### config.mk
export PLATFORM = sky130hd
export DESIGN_NAME = tsfd_top
export DESIGN_NICKNAME = d
export VERILOG_FILES = /design/src/rtl/tsfd_pkg.sv /design/src/rtl/tsfd_sync.sv /design/src/rtl/tsfd_watchdog.sv /design/src/rtl/tsfd_top.sv
export VERILOG_INCLUDE_DIRS = /design/src /design/src/rtl
export SDC_FILE = /design/constraint.sdc
export NUM_CORES = 1
export LEC_CHECK = 0
export BUFFER_PORTS_ARGS = -buffer_cell sky130_fd_sc_hd__buf_2
export CORE_MARGIN = 1
export CORE_UTILIZATION = 45
export CTS_CLUSTER_DIAMETER = 60
export DETAILED_ROUTE_END_ITERATION = 10
export HOLD_SLACK_MARGIN = 0.08
export PLACE_DENSITY = 0.73
export SETUP_SLACK_MARGIN = 0.1
export SLEW_MARGIN = 10
export SYNTH_ARGS = -nofsm -noshare
export SYNTH_HDL_FRONTEND = slang
export SYNTH_SLANG_ARGS = --single-unit
### constraint.sdc
create_clock -name clk -period 5 [get_ports clk]
set_input_delay 0.25 -clock clk [delete_from_list [all_inputs] [get_ports clk]]
set_output_delay 0.25 -clock clk [all_outputs]
set_load 0.05 [all_outputs]
### src/rtl/tsfd_defines.svh
/*
 tsfd_defines.svh: register indices, field positions, reset values,
 selector codes and timing counts of the session register bank.
 Assumes inclusion by bare name from the watchdog and top design files.
*/
`ifndef TSFD_DEFINES_SVH
`define TSFD_DEFINES_SVH

// ============================================================
// register indices
`define TSFD_IDX_CTRL      3'h0
`define TSFD_IDX_LASTBLK   3'h1
`define TSFD_IDX_MIRBLK    3'h2
`define TSFD_IDX_WDT_LO    3'h3
`define TSFD_IDX_WDT_HI    3'h4
`define TSFD_IDX_STRETCH   3'h5
`define TSFD_IDX_STATUS    3'h6

// ============================================================
// control byte fields
`define TSFD_CTRL_SILENCE  7
`define TSFD_CTRL_PT       6
`define TSFD_CTRL_REL_HI   5
`define TSFD_CTRL_REL_LO   4
`define TSFD_CTRL_ASR_HI   3
`define TSFD_CTRL_ASR_LO   2
`define TSFD_CTRL_MIRROR   1
`define TSFD_CTRL_DIR      0

// ============================================================
// status and stretch byte fields
`define TSFD_ST_MSGREAD    7
`define TSFD_ST_HOSTLOCK   6
`define TSFD_ST_RDRLOCK    5
`define TSFD_ST_HOSTRDY    4
`define TSFD_ST_RDRRDY     3
`define TSFD_ST_HVERR      2
`define TSFD_ST_NVBUSY     1
`define TSFD_ST_FIELD      0
`define TSFD_STR_AUTH      1
`define TSFD_STR_EN        0

// ============================================================
// reset values
`define TSFD_RST_CTRL      8'h00
`define TSFD_RST_LASTBLK   8'h00
`define TSFD_RST_MIRBLK    8'hF8
`define TSFD_RST_WDT_LO    8'h48
`define TSFD_RST_WDT_HI    8'h08
`define TSFD_RST_STR_EN    1'h1

// ============================================================
// selector codes
`define TSFD_ASR_FIELD     2'h0
`define TSFD_ASR_CMD       2'h1
`define TSFD_ASR_SELECT    2'h2
`define TSFD_REL_FIELD     2'h0
`define TSFD_REL_HALT      2'h1
`define TSFD_REL_LASTBLK   2'h2

// ============================================================
// timing
`define TSFD_CLK_NS        40
`define TSFD_WDT_TICK_NS   9430
`define TSFD_WDT_TICK_CYC  (`TSFD_WDT_TICK_NS / `TSFD_CLK_NS)

`endif

### src/rtl/tsfd_pkg.sv
/*
 tsfd_pkg: carrier structs and state type of the session bank.
 Assumes nothing beyond a SystemVerilog compiler.
*/
package tsfd_pkg;

   // host serial side request
   typedef struct packed {
      logic       start;
      logic       wr;
      logic       rd;
      logic [2:0] addr;
      logic [7:0] wdata;
   } tsfd_host_req_type;

   // reader side events
   typedef struct packed {
      logic       valid_cmd;
      logic       selected;
      logic       halt;
      logic       block_read;
      logic [7:0] block_addr;
      logic       buf_written;
      logic       buf_read;
      logic       access_start;
      logic       access_end;
   } tsfd_nfc_evt_type;

   typedef enum logic {
      FD_RELEASED,
      FD_ASSERTED
   } tsfd_fd_state_type;

endpackage

### src/rtl/tsfd_sync.sv
/*
 tsfd_sync: two flip-flop synchroniser for asynchronous levels.
 Assumes slowly changing levels; no pulse capture.
*/
`timescale 1ns/1ns
module tsfd_sync #(
   parameter int W = 1
) (
   // clock and reset
   input  wire logic         clk,
   input  wire logic         rstn,
   // levels
   input  wire logic [W-1:0] d,
   output logic      [W-1:0] q
);
   logic [W-1:0] meta_reg;

   generate
      if (W < 1) begin : g_chk
         $error("tsfd_sync width below one");
      end
   endgenerate

   always_ff @(posedge clk or negedge rstn) begin
      if (!rstn) begin
         meta_reg <= '0;
         q        <= '0;
      end else begin
         meta_reg <= d;
         q        <= meta_reg;
      end
   end
endmodule // tsfd_sync

### src/rtl/tsfd_watchdog.sv
/*
 tsfd_watchdog: host lock watchdog, tick prescaler and 16-bit count.
 Assumes load is a one-cycle pulse on a write of the high byte.
*/
`timescale 1ns/1ns
`include "tsfd_defines.svh"
module tsfd_watchdog #(
   parameter int TICK_CYC = `TSFD_WDT_TICK_CYC
) (
   // clock and reset
   input  wire logic        clk,
   input  wire logic        rstn,
   // control
   input  wire logic        load,
   input  wire logic [15:0] load_value,
   input  wire logic        run,
   // result
   output logic             expire
);
   logic [15:0] limit_reg;
   logic [15:0] count_reg;
   logic [15:0] pre_reg;

   generate
      if (TICK_CYC < 1 || TICK_CYC > 65535) begin : g_chk
         $error("tsfd_watchdog tick count out of range");
      end
   endgenerate

   always_ff @(posedge clk or negedge rstn) begin
      if (!rstn) begin
         limit_reg <= {`TSFD_RST_WDT_HI, `TSFD_RST_WDT_LO};
      end else if (load) begin
         limit_reg <= load_value;
      end
   end

   always_ff @(posedge clk or negedge rstn) begin
      if (!rstn) begin
         pre_reg   <= '0;
         count_reg <= '0;
         expire    <= 1'b0;
      end else if (!run) begin
         pre_reg   <= '0;
         count_reg <= '0;
         expire    <= 1'b0;
      end else if (pre_reg == 16'(TICK_CYC - 1)) begin
         pre_reg <= '0;
         if (count_reg + 16'h0001 >= limit_reg) begin
            expire <= 1'b1;
         end else begin
            count_reg <= count_reg + 16'h0001;
         end
      end else begin
         pre_reg <= pre_reg + 16'h0001;
      end
   end
endmodule // tsfd_watchdog

### src/rtl/tsfd_top.sv
/*
 tsfd_top: session register bank with arbitration, buffer and
 nonvolatile status, and the open-drain field detect output.
 Assumes host and reader ports come from logic on clk; field and
 supply levels are asynchronous and are synchronised here.
*/
// Behaviour
// - passthrough enable clears when reader field or host supply is off.
// - mirror enable clears when the supply is absent.
// - stretch byte bit 1 shows authentication failure limit reached.
// - stretch byte bits 7-2 always read zero on both sides.
// - message read flag sets on last block read, clears when status is read.
// - status bit 6 shows host lock; host may clear it, reader reads only.
// - status bit 5 shows reader lock, default zero.
// - status bit 4 shows buffer data ready for host.
// - status bit 3 shows buffer data ready for reader.
// - status bit 2 sticky high-voltage fault, host writes zero to clear.
// - status bit 1 shows write busy and blocks nonvolatile access.
// - status bit 0 shows field present, default zero.
// - control, block and watchdog bytes writable by host, read-only for the reader.
// - field detect pin only pulls low, never driven high.
// - assert selector picks field, first command or selection.
// - release selector picks field loss, halt or last block read.
// - in passthrough the pin signals reader write and reader fetch.
// - watchdog value takes effect only on high byte write.
// - watchdog expiry clears an unreleased host lock.
`timescale 1ns/1ns
`include "tsfd_defines.svh"
module tsfd_top
   import tsfd_pkg::*;
#(
   parameter int WDT_TICK_CYC = `TSFD_WDT_TICK_CYC
) (
   // clock and reset
   input  wire logic              clk,
   input  wire logic              rstn,
   // host serial side
   input  wire tsfd_host_req_type host_req,
   input  wire logic              host_busy,
   output logic [7:0]             host_rdata,
   // reader side
   input  wire logic              reader_rd,
   input  wire logic [2:0]        reader_addr,
   input  wire tsfd_nfc_evt_type  nfc_evt,
   output logic [7:0]             reader_rdata,
   // asynchronous levels
   input  wire logic              field_raw,
   input  wire logic              vcc_raw,
   // device status
   input  wire logic              auth_limit,
   input  wire logic              nv_busy_in,
   input  wire logic              hv_fault,
   // outputs
   output logic                   nv_access_block,
   output logic [7:0]             ctrl_out,
   output logic                   field_detect_pin_o,
   output logic                   field_detect_pin_oe
);

   // ============================================================
   // signals
   logic [7:0]        ctrl_reg;
   logic [7:0]        lastblk_reg;
   logic [7:0]        mirblk_reg;
   logic [7:0]        wdt_lo_reg;
   logic [7:0]        wdt_hi_reg;
   logic              msg_read_reg;
   logic              host_lock_reg;
   logic              reader_lock_reg;
   logic              host_rdy_reg;
   logic              reader_rdy_reg;
   logic              fetched_reg;
   logic              hv_err_reg;
   logic              field_prev_reg;
   logic              wdt_due_reg;
   tsfd_fd_state_type fd_reg;
   tsfd_fd_state_type fd_next;
   logic              field_s;
   logic              vcc_s;
   logic              field_fall;
   logic              host_wr_status;
   logic              status_read;
   logic              wdt_expire;
   logic              fd_pull;

   // ============================================================
   // helpers
   function automatic logic sel_hit(
      input logic [1:0] sel,
      input logic [1:0] c0,
      input logic [1:0] c1,
      input logic [1:0] c2,
      input logic       e0,
      input logic       e1,
      input logic       e2
   );
      logic hit;
      hit = 1'b0;
      if (sel == c0) begin
         hit = e0;
      end else if (sel == c1) begin
         hit = e1;
      end else if (sel == c2) begin
         hit = e2;
      end
      return hit;
   endfunction

   function automatic logic [7:0] rd_mux(input logic [2:0] a);
      logic [7:0] v;
      v = 8'h00;
      unique case (a)
         `TSFD_IDX_CTRL:    v = ctrl_reg;
         `TSFD_IDX_LASTBLK: v = lastblk_reg;
         `TSFD_IDX_MIRBLK:  v = mirblk_reg;
         `TSFD_IDX_WDT_LO:  v = wdt_lo_reg;
         `TSFD_IDX_WDT_HI:  v = wdt_hi_reg;
         `TSFD_IDX_STRETCH: v = {6'h00, auth_limit, `TSFD_RST_STR_EN};
         `TSFD_IDX_STATUS:  v = {msg_read_reg, host_lock_reg, reader_lock_reg,
                                 host_rdy_reg, reader_rdy_reg, hv_err_reg,
                                 nv_access_block, field_s};
         default:           v = 8'h00;
      endcase
      return v;
   endfunction

   // ============================================================
   // synchronisers
   tsfd_sync #(.W(2)) u_sync (
      .clk  (clk),
      .rstn (rstn),
      .d    ({field_raw, vcc_raw}),
      .q    ({field_s, vcc_s})
   );

   assign field_fall     = field_prev_reg && !field_s;
   assign host_wr_status = host_req.wr && host_req.addr == `TSFD_IDX_STATUS;
   assign status_read    = (host_req.rd && host_req.addr == `TSFD_IDX_STATUS) ||
                           (reader_rd && reader_addr == `TSFD_IDX_STATUS);

   always_ff @(posedge clk or negedge rstn) begin
      if (!rstn) begin
         field_prev_reg <= 1'b0;
      end else begin
         field_prev_reg <= field_s;
      end
   end

   // ============================================================
   // control byte
   always_ff @(posedge clk or negedge rstn) begin
      if (!rstn) begin
         ctrl_reg <= `TSFD_RST_CTRL;
      end else begin
         if (host_req.wr && host_req.addr == `TSFD_IDX_CTRL) begin
            ctrl_reg <= host_req.wdata;
         end
         if (!field_s || !vcc_s) begin
            ctrl_reg[`TSFD_CTRL_PT] <= 1'b0;
         end
         if (!vcc_s) begin
            ctrl_reg[`TSFD_CTRL_MIRROR] <= 1'b0;
         end
      end
   end

   AST_PT_OFF: assert property (@(posedge clk) disable iff (!rstn)
      (!field_s || !vcc_s) |=> !ctrl_reg[`TSFD_CTRL_PT])
      else $error("passthrough stayed on with an interface off");
   AST_MIRROR_OFF: assert property (@(posedge clk) disable iff (!rstn)
      !vcc_s |=> !ctrl_reg[`TSFD_CTRL_MIRROR])
      else $error("mirror stayed on without supply");

   // ============================================================
   // block and watchdog bytes
   always_ff @(posedge clk or negedge rstn) begin
      if (!rstn) begin
         lastblk_reg <= `TSFD_RST_LASTBLK;
         mirblk_reg  <= `TSFD_RST_MIRBLK;
         wdt_lo_reg  <= `TSFD_RST_WDT_LO;
         wdt_hi_reg  <= `TSFD_RST_WDT_HI;
      end else if (host_req.wr) begin
         unique case (host_req.addr)
            `TSFD_IDX_LASTBLK: lastblk_reg <= host_req.wdata;
            `TSFD_IDX_MIRBLK:  mirblk_reg  <= host_req.wdata;
            `TSFD_IDX_WDT_LO:  wdt_lo_reg  <= host_req.wdata;
            `TSFD_IDX_WDT_HI:  wdt_hi_reg  <= host_req.wdata;
            default: ;
         endcase
      end
   end

   // ============================================================
   // watchdog
   tsfd_watchdog #(.TICK_CYC(WDT_TICK_CYC)) u_wdt (
      .clk        (clk),
      .rstn       (rstn),
      .load       (host_req.wr && host_req.addr == `TSFD_IDX_WDT_HI),
      .load_value ({host_req.wdata, wdt_lo_reg}),
      .run        (vcc_s && host_lock_reg),
      .expire     (wdt_expire)
   );

   always_ff @(posedge clk or negedge rstn) begin
      if (!rstn) begin
         wdt_due_reg <= 1'b0;
      end else begin
         wdt_due_reg <= wdt_expire && host_lock_reg;
      end
   end

   // ============================================================
   // arbitration locks
   always_ff @(posedge clk or negedge rstn) begin
      if (!rstn) begin
         host_lock_reg <= 1'b0;
      end else begin
         if (host_wr_status && !host_req.wdata[`TSFD_ST_HOSTLOCK]) begin
            host_lock_reg <= 1'b0;
         end
         if ((wdt_due_reg && !host_busy) || !vcc_s) begin
            host_lock_reg <= 1'b0;
         end
         if (host_req.start && !reader_lock_reg && vcc_s) begin
            host_lock_reg <= 1'b1;
         end
      end
   end

   always_ff @(posedge clk or negedge rstn) begin
      if (!rstn) begin
         reader_lock_reg <= 1'b0;
      end else if (nfc_evt.access_end || !field_s) begin
         reader_lock_reg <= 1'b0;
      end else if (nfc_evt.access_start && !host_lock_reg && !host_req.start) begin
         reader_lock_reg <= 1'b1;
      end
   end

   AST_LOCK_EXCL: assert property (@(posedge clk) disable iff (!rstn)
      !(host_lock_reg && reader_lock_reg))
      else $error("both interfaces hold the memory lock");
   AST_WDT_CLR: assert property (@(posedge clk) disable iff (!rstn)
      (wdt_due_reg && !host_busy && !host_req.start) |=> !host_lock_reg)
      else $error("watchdog expiry left host lock set");

   // ============================================================
   // buffer ready flags
   always_ff @(posedge clk or negedge rstn) begin
      if (!rstn) begin
         host_rdy_reg   <= 1'b0;
         reader_rdy_reg <= 1'b0;
         fetched_reg    <= 1'b0;
      end else if (!ctrl_reg[`TSFD_CTRL_PT]) begin
         host_rdy_reg   <= 1'b0;
         reader_rdy_reg <= 1'b0;
         fetched_reg    <= 1'b0;
      end else begin
         if (host_req.rd && host_req.addr == `TSFD_IDX_CTRL && host_rdy_reg) begin
            host_rdy_reg <= 1'b0;
         end
         if (nfc_evt.buf_written) begin
            host_rdy_reg <= 1'b1;
         end
         if (host_req.wr && host_req.addr == `TSFD_IDX_CTRL) begin
            fetched_reg <= 1'b0;
         end
         if (nfc_evt.buf_read) begin
            reader_rdy_reg <= 1'b0;
            fetched_reg    <= 1'b1;
         end
         if (nfc_evt.access_end && host_lock_reg) begin
            reader_rdy_reg <= 1'b1;
         end
      end
   end

   // ============================================================
   // message read, fault and busy status
   always_ff @(posedge clk or negedge rstn) begin
      if (!rstn) begin
         msg_read_reg <= 1'b0;
      end else if (nfc_evt.block_read && nfc_evt.block_addr == lastblk_reg) begin
         msg_read_reg <= 1'b1;
      end else if (status_read) begin
         msg_read_reg <= 1'b0;
      end
   end

   always_ff @(posedge clk or negedge rstn) begin
      if (!rstn) begin
         hv_err_reg <= 1'b0;
      end else if (hv_fault) begin
         hv_err_reg <= 1'b1;
      end else if (host_wr_status && !host_req.wdata[`TSFD_ST_HVERR]) begin
         hv_err_reg <= 1'b0;
      end
   end

   always_ff @(posedge clk or negedge rstn) begin
      if (!rstn) begin
         nv_access_block <= 1'b0;
      end else begin
         nv_access_block <= nv_busy_in;
      end
   end

   AST_MSG_SET: assert property (@(posedge clk) disable iff (!rstn)
      (nfc_evt.block_read && nfc_evt.block_addr == lastblk_reg) |=> msg_read_reg)
      else $error("message read flag missed last block read");
   AST_MSG_CLR: assert property (@(posedge clk) disable iff (!rstn)
      (status_read && !nfc_evt.block_read) |=> !msg_read_reg)
      else $error("message read flag survived status read");
   AST_HV_STICKY: assert property (@(posedge clk) disable iff (!rstn)
      (hv_fault || (hv_err_reg && !(host_wr_status && !host_req.wdata[`TSFD_ST_HVERR])))
      |=> hv_err_reg)
      else $error("fault flag not sticky");
   AST_NV_BUSY: assert property (@(posedge clk) disable iff (!rstn)
      nv_busy_in |=> nv_access_block)
      else $error("busy status not shown");
   AST_NV_SHOWN: assert property (@(posedge clk) disable iff (!rstn)
      (host_req.rd && host_req.addr == `TSFD_IDX_STATUS)
      |=> host_rdata[`TSFD_ST_NVBUSY] == $past(nv_access_block))
      else $error("busy bit missing from status read");

   // ============================================================
   // read ports
   always_ff @(posedge clk or negedge rstn) begin
      if (!rstn) begin
         host_rdata <= 8'h00;
      end else if (host_req.rd) begin
         host_rdata <= rd_mux(host_req.addr);
      end
   end

   always_ff @(posedge clk or negedge rstn) begin
      if (!rstn) begin
         reader_rdata <= 8'h00;
      end else if (reader_rd) begin
         reader_rdata <= rd_mux(reader_addr);
      end
   end

   always_ff @(posedge clk or negedge rstn) begin
      if (!rstn) begin
         ctrl_out <= `TSFD_RST_CTRL;
      end else begin
         ctrl_out <= ctrl_reg;
      end
   end

   AST_RSVD_ZERO: assert property (@(posedge clk) disable iff (!rstn)
      (reader_rd && reader_addr == `TSFD_IDX_STRETCH) |=> reader_rdata[7:2] == 6'h00)
      else $error("reserved stretch bits not zero");
   AST_FIELD_BIT: assert property (@(posedge clk) disable iff (!rstn)
      (reader_rd && reader_addr == `TSFD_IDX_STATUS)
      |=> reader_rdata[`TSFD_ST_FIELD] == $past(field_s))
      else $error("field bit does not follow field");

   // ============================================================
   // field detect pin
   assign fd_pull = ctrl_reg[`TSFD_CTRL_PT] ? (host_rdy_reg || fetched_reg) :
                    (fd_reg == FD_ASSERTED);

   always_comb begin
      fd_next = fd_reg;
      unique case (fd_reg)
         FD_RELEASED:
            if (sel_hit(ctrl_reg[`TSFD_CTRL_ASR_HI:`TSFD_CTRL_ASR_LO],
                        `TSFD_ASR_FIELD, `TSFD_ASR_CMD, `TSFD_ASR_SELECT,
                        field_s, nfc_evt.valid_cmd, nfc_evt.selected)) begin
               fd_next = FD_ASSERTED;
            end
         FD_ASSERTED:
            if (field_fall ||
                sel_hit(ctrl_reg[`TSFD_CTRL_REL_HI:`TSFD_CTRL_REL_LO],
                        `TSFD_REL_FIELD, `TSFD_REL_HALT, `TSFD_REL_LASTBLK,
                        !field_s, nfc_evt.halt,
                        nfc_evt.block_read && nfc_evt.block_addr == lastblk_reg)) begin
               fd_next = FD_RELEASED;
            end
      endcase
   end

   always_ff @(posedge clk or negedge rstn) begin
      if (!rstn) begin
         fd_reg <= FD_RELEASED;
      end else begin
         fd_reg <= fd_next;
      end
   end

   always_ff @(posedge clk or negedge rstn) begin
      if (!rstn) begin
         field_detect_pin_o  <= 1'b0;
         field_detect_pin_oe <= 1'b0;
      end else begin
         field_detect_pin_o  <= 1'b0;
         field_detect_pin_oe <= fd_pull;
      end
   end

   AST_OPEN_DRAIN: assert property (@(posedge clk) disable iff (!rstn)
      field_detect_pin_oe |-> !field_detect_pin_o)
      else $error("field detect driven high");
   AST_PT_PULL: assert property (@(posedge clk) disable iff (!rstn)
      (ctrl_reg[`TSFD_CTRL_PT] && host_rdy_reg) |=> field_detect_pin_oe)
      else $error("handshake pull missing");

endmodule // tsfd_top

==> results.json <==
{
  "status": "finished, final reports clean",
  "syn_area_per_cell_um2": 10.3,
  "finClkSkew_ns": 0.00676,
  "grt_pass1_wl_mm": 26.2,
  "dieArea_um2": 15200,
  "hold_ws_ns": 0.0957,
  "fin_tns_setup_ns": 0,
  "grt_start_max_net_pins": 74,
  "crit_type": "flop to flop",
  "grt.total_usage": 0.225,
  "antenna_cells": 0,
  "cts_resized": 0,
  "maxCapViolCount": 0,
  "min_period_ns": 3.88,
  "clk_latency_ns": 0.42,
  "dieWidth_um": 123,
  "clkSinkCount": 121,
  "drt_iter0_drc": 450,
  "relSlewSlack": 0.359,
  "multi_input_area_um2": 3310,
  "ys.flop_type": "dfrtp_1",
  "holdPathStages": 3,
  "ir_worst_vdd_mv": 0.309,
  "critPathLaunchType": "flop",
  "antenna_found_initial": 0,
  "clkTransAtPathRegs_ns": 0.05,
  "core_area_um2": 14100,
  "wl_per_cell_um": 17.3,
  "vias": 5079,
  "cp_data_required_time_ns": 5.34,
  "max_slew.worst_pin.slew_ns": 0.961,
  "drive_gt1_frac": 0.239,
  "syn_area_um2": 6630,
  "power_density_nw_per_um2": 396,
  "cts_tree": "built",
  "cts_buffers": 17,
  "die_h_um": 123,
  "wl_mm": 15.6,
  "htree_levels": 4,
  "cts_root_buf": "clkbuf_16",
  "syn_to_final_growth_pct": 17.5,
  "fmax_mhz": 258,
  "synthDominantCellAreaShare": 0.419,
  "cts_max_path_buffers": 2,
  "dpl_cell_area_um2": 7090,
  "vias_per_cell": 5.64,
  "netlist_top_cells_area": "dfrtp_1 (42%), mux2_2 (6.1%), mux2i_1 (5.4%)",
  "fin_ws_ns": 1.12,
  "rsz0062_at_grt": "false",
  "route.detailed.drc": 0,
  "seqCellArea_um2": 3040,
  "ioPinCount": 69,
  "min_path_type": "primary input to flop",
  "ys_ff_latch": 121,
  "antenna_left": 0,
  "synth_cells": 641,
  "grt_pass1_vias": 5221,
  "p_leak_nw": 3.39,
  "r2r_cells": 10,
  "period_share": 0.775,
  "grt-ovfl-total": 0,
  "syn_nets": 702,
  "place_congestion": 0.845,
  "post-dp-hpwl_mm": 11.1,
  "finalSetupViolations": 0,
  "place_ws_ns": 1.19,
  "synth.yosys.seq_area_share": 0.459,
  "synth.distinct_cells": 57,
  "hold_violations": 0,
  "dr.pass1.iters": 5,
  "setup.worst_path.end_class": "flop",
  "utilization": 0.552,
  "final_cell_area_um2": 7780,
  "finalMaxSlewViolations": 0,
  "cts_hold_buf": 8,
  "cts_setup_buffers": 0,
  "nFillCells": 1201,
  "port_buffers": 67,
  "ys_async_sr_fraction": 1.00,
  "worstPathMaxFanout": 16,
  "placementRows": 43,
  "arrival_ns": 4.21,
  "nets": 768,
  "r2r_slack_ns": 1.12,
  "ys_warn_count": 0,
  "synth_edf_count": 0,
  "initial_core_util": 0.470,
  "yosys.area.top_type": "dfrtp_1"
}
power by group:
part	leakage (nW)	total, mW	switching, mW	internal [mW]
Clock	0.301	1.29	0.430	0.856
Sequential	1.53	1.24	0.113	1.12
Combinational	1.56	0.560	0.347	0.214
Total	3.39	3.08	0.890	2.19
layout make-up:
class | instances | share of cell area
flip-flops and latches | 121 | 0.391
multi-input cells | 452 | 0.425
clock buffers | 23 | 0.0601
repair buffers | 81 | 0.0595
clock inverters | 9 | 0.0190
well taps | 180 | 0.0289
inverters | 34 | 0.0164
routing by layer:
layer  share of wire  routed length (um)  global-route usage  vias to the layer above
met5               0                   0                   0                        -
met4           0.023                 360              0.0813                        0
met3           0.059                 927              0.0590                       29
met2            0.49                7660               0.378                      159
met1            0.43                6640               0.279                     2500
li1                -                   -                   -                     2391
per-stage QoR:
stage,total power [mW],std cells
after global routing,3.21,900
after global placement,1.78,860
after detailed placement,1.80,860
after CTS,3.09,900
final,3.08,900
after floorplan,1.62,641
worst paths after layout:
| path | start | to |
|---|---|---|
| setup / recovery | u_wdt.count_reg[0] | u_wdt.count_reg[4] |
| hold / removal | nfc_evt[3] | host_rdy_reg |
| setup reg to reg | u_wdt.count_reg[0] | u_wdt.count_reg[4] |
| hold reg to reg | u_sync.meta_reg[1] | u_sync.q[1] |
| max in group asynchronous | rstn | u_sync.q[0] |
| min in group asynchronous | rstn | host_rdata[0] |
layout by cell type, fill, tap and decap left out, drive strengths merged, types with 10 or more instances in the layout:
cell type | Yosys | layout
nor2 | 32 | 32
mux2i | 36 | 36
mux2 | 36 | 36
dfrtp | 111 | 111
clkbuf | 23 | 23
ha | 19 | 19
nand4 | 12 | 12
nand2b | 20 | 20
nor4 | 16 | 16
nand3 | 20 | 20
dfstp | 10 | 10
xnor2 | 20 | 20
o22ai | 12 | 12
xor2 | 14 | 14
buf | 11 | 73
a21oi | 17 | 17
nand2 | 75 | 75
inv | 34 | 34
o21ai | 37 | 37
worst max-delay path: stages, from the launching register on:
cell	delay [ns]
dfrtp_1	0.42
ha_1	0.25
nand3_1	0.19
nor4_1	0.82
xor2_1	0.16
ha_1	0.33
and2_1	0.17
a221o_1	0.29
a21o_1	0.45
nor4_1	0.47
mux2i_1	0.25
kinds of logic (layout without fill, tap and decap cells):
| kind of cell | Yosys count | count (layout) | share of synthesized area |
|---|---|---|---|
| other cells | 1 | 1 | 0.000566 |
| simple gates | 218 | 218 | 0.179 |
| mux | 79 | 79 | 0.139 |
| xor+xnor | 34 | 34 | 0.0449 |
| compound gates | 101 | 101 | 0.100 |
| flops | 121 | 121 | 0.459 |
| buf+inv | 68 | 147 | 0.0415 |
| fa+ha+maj | 19 | 19 | 0.0359 |
Yosys cell counts, types with 3 or more instances:
cell type / number
a21o_1: 3
and2_1: 8
buf_2: 4
mux2i_1: 36
nor4_2: 10
o22ai_1: 12
and3_1: 4
dfrtp_1: 111
nand3_1: 20
mux2_2: 36
dfstp_2: 10
o211ai_1: 7
a211oi_1: 4
nor3_1: 6
buf_1: 4
nor4_1: 6
o21ai_0: 32
nor2_1: 32
clkbuf_1: 23
xnor2_1: 20
o21ai_1: 5
nand3b_1: 3
ha_1: 19
a22oi_1: 6
inv_1: 33
nor2b_1: 8
nand4_1: 12
mux4_2: 7
xor2_1: 14
a21oi_1: 17
nand2_1: 75
and4_1: 4
nand2b_1: 20
Note: power is estimated with default switching activity, not from simulation.
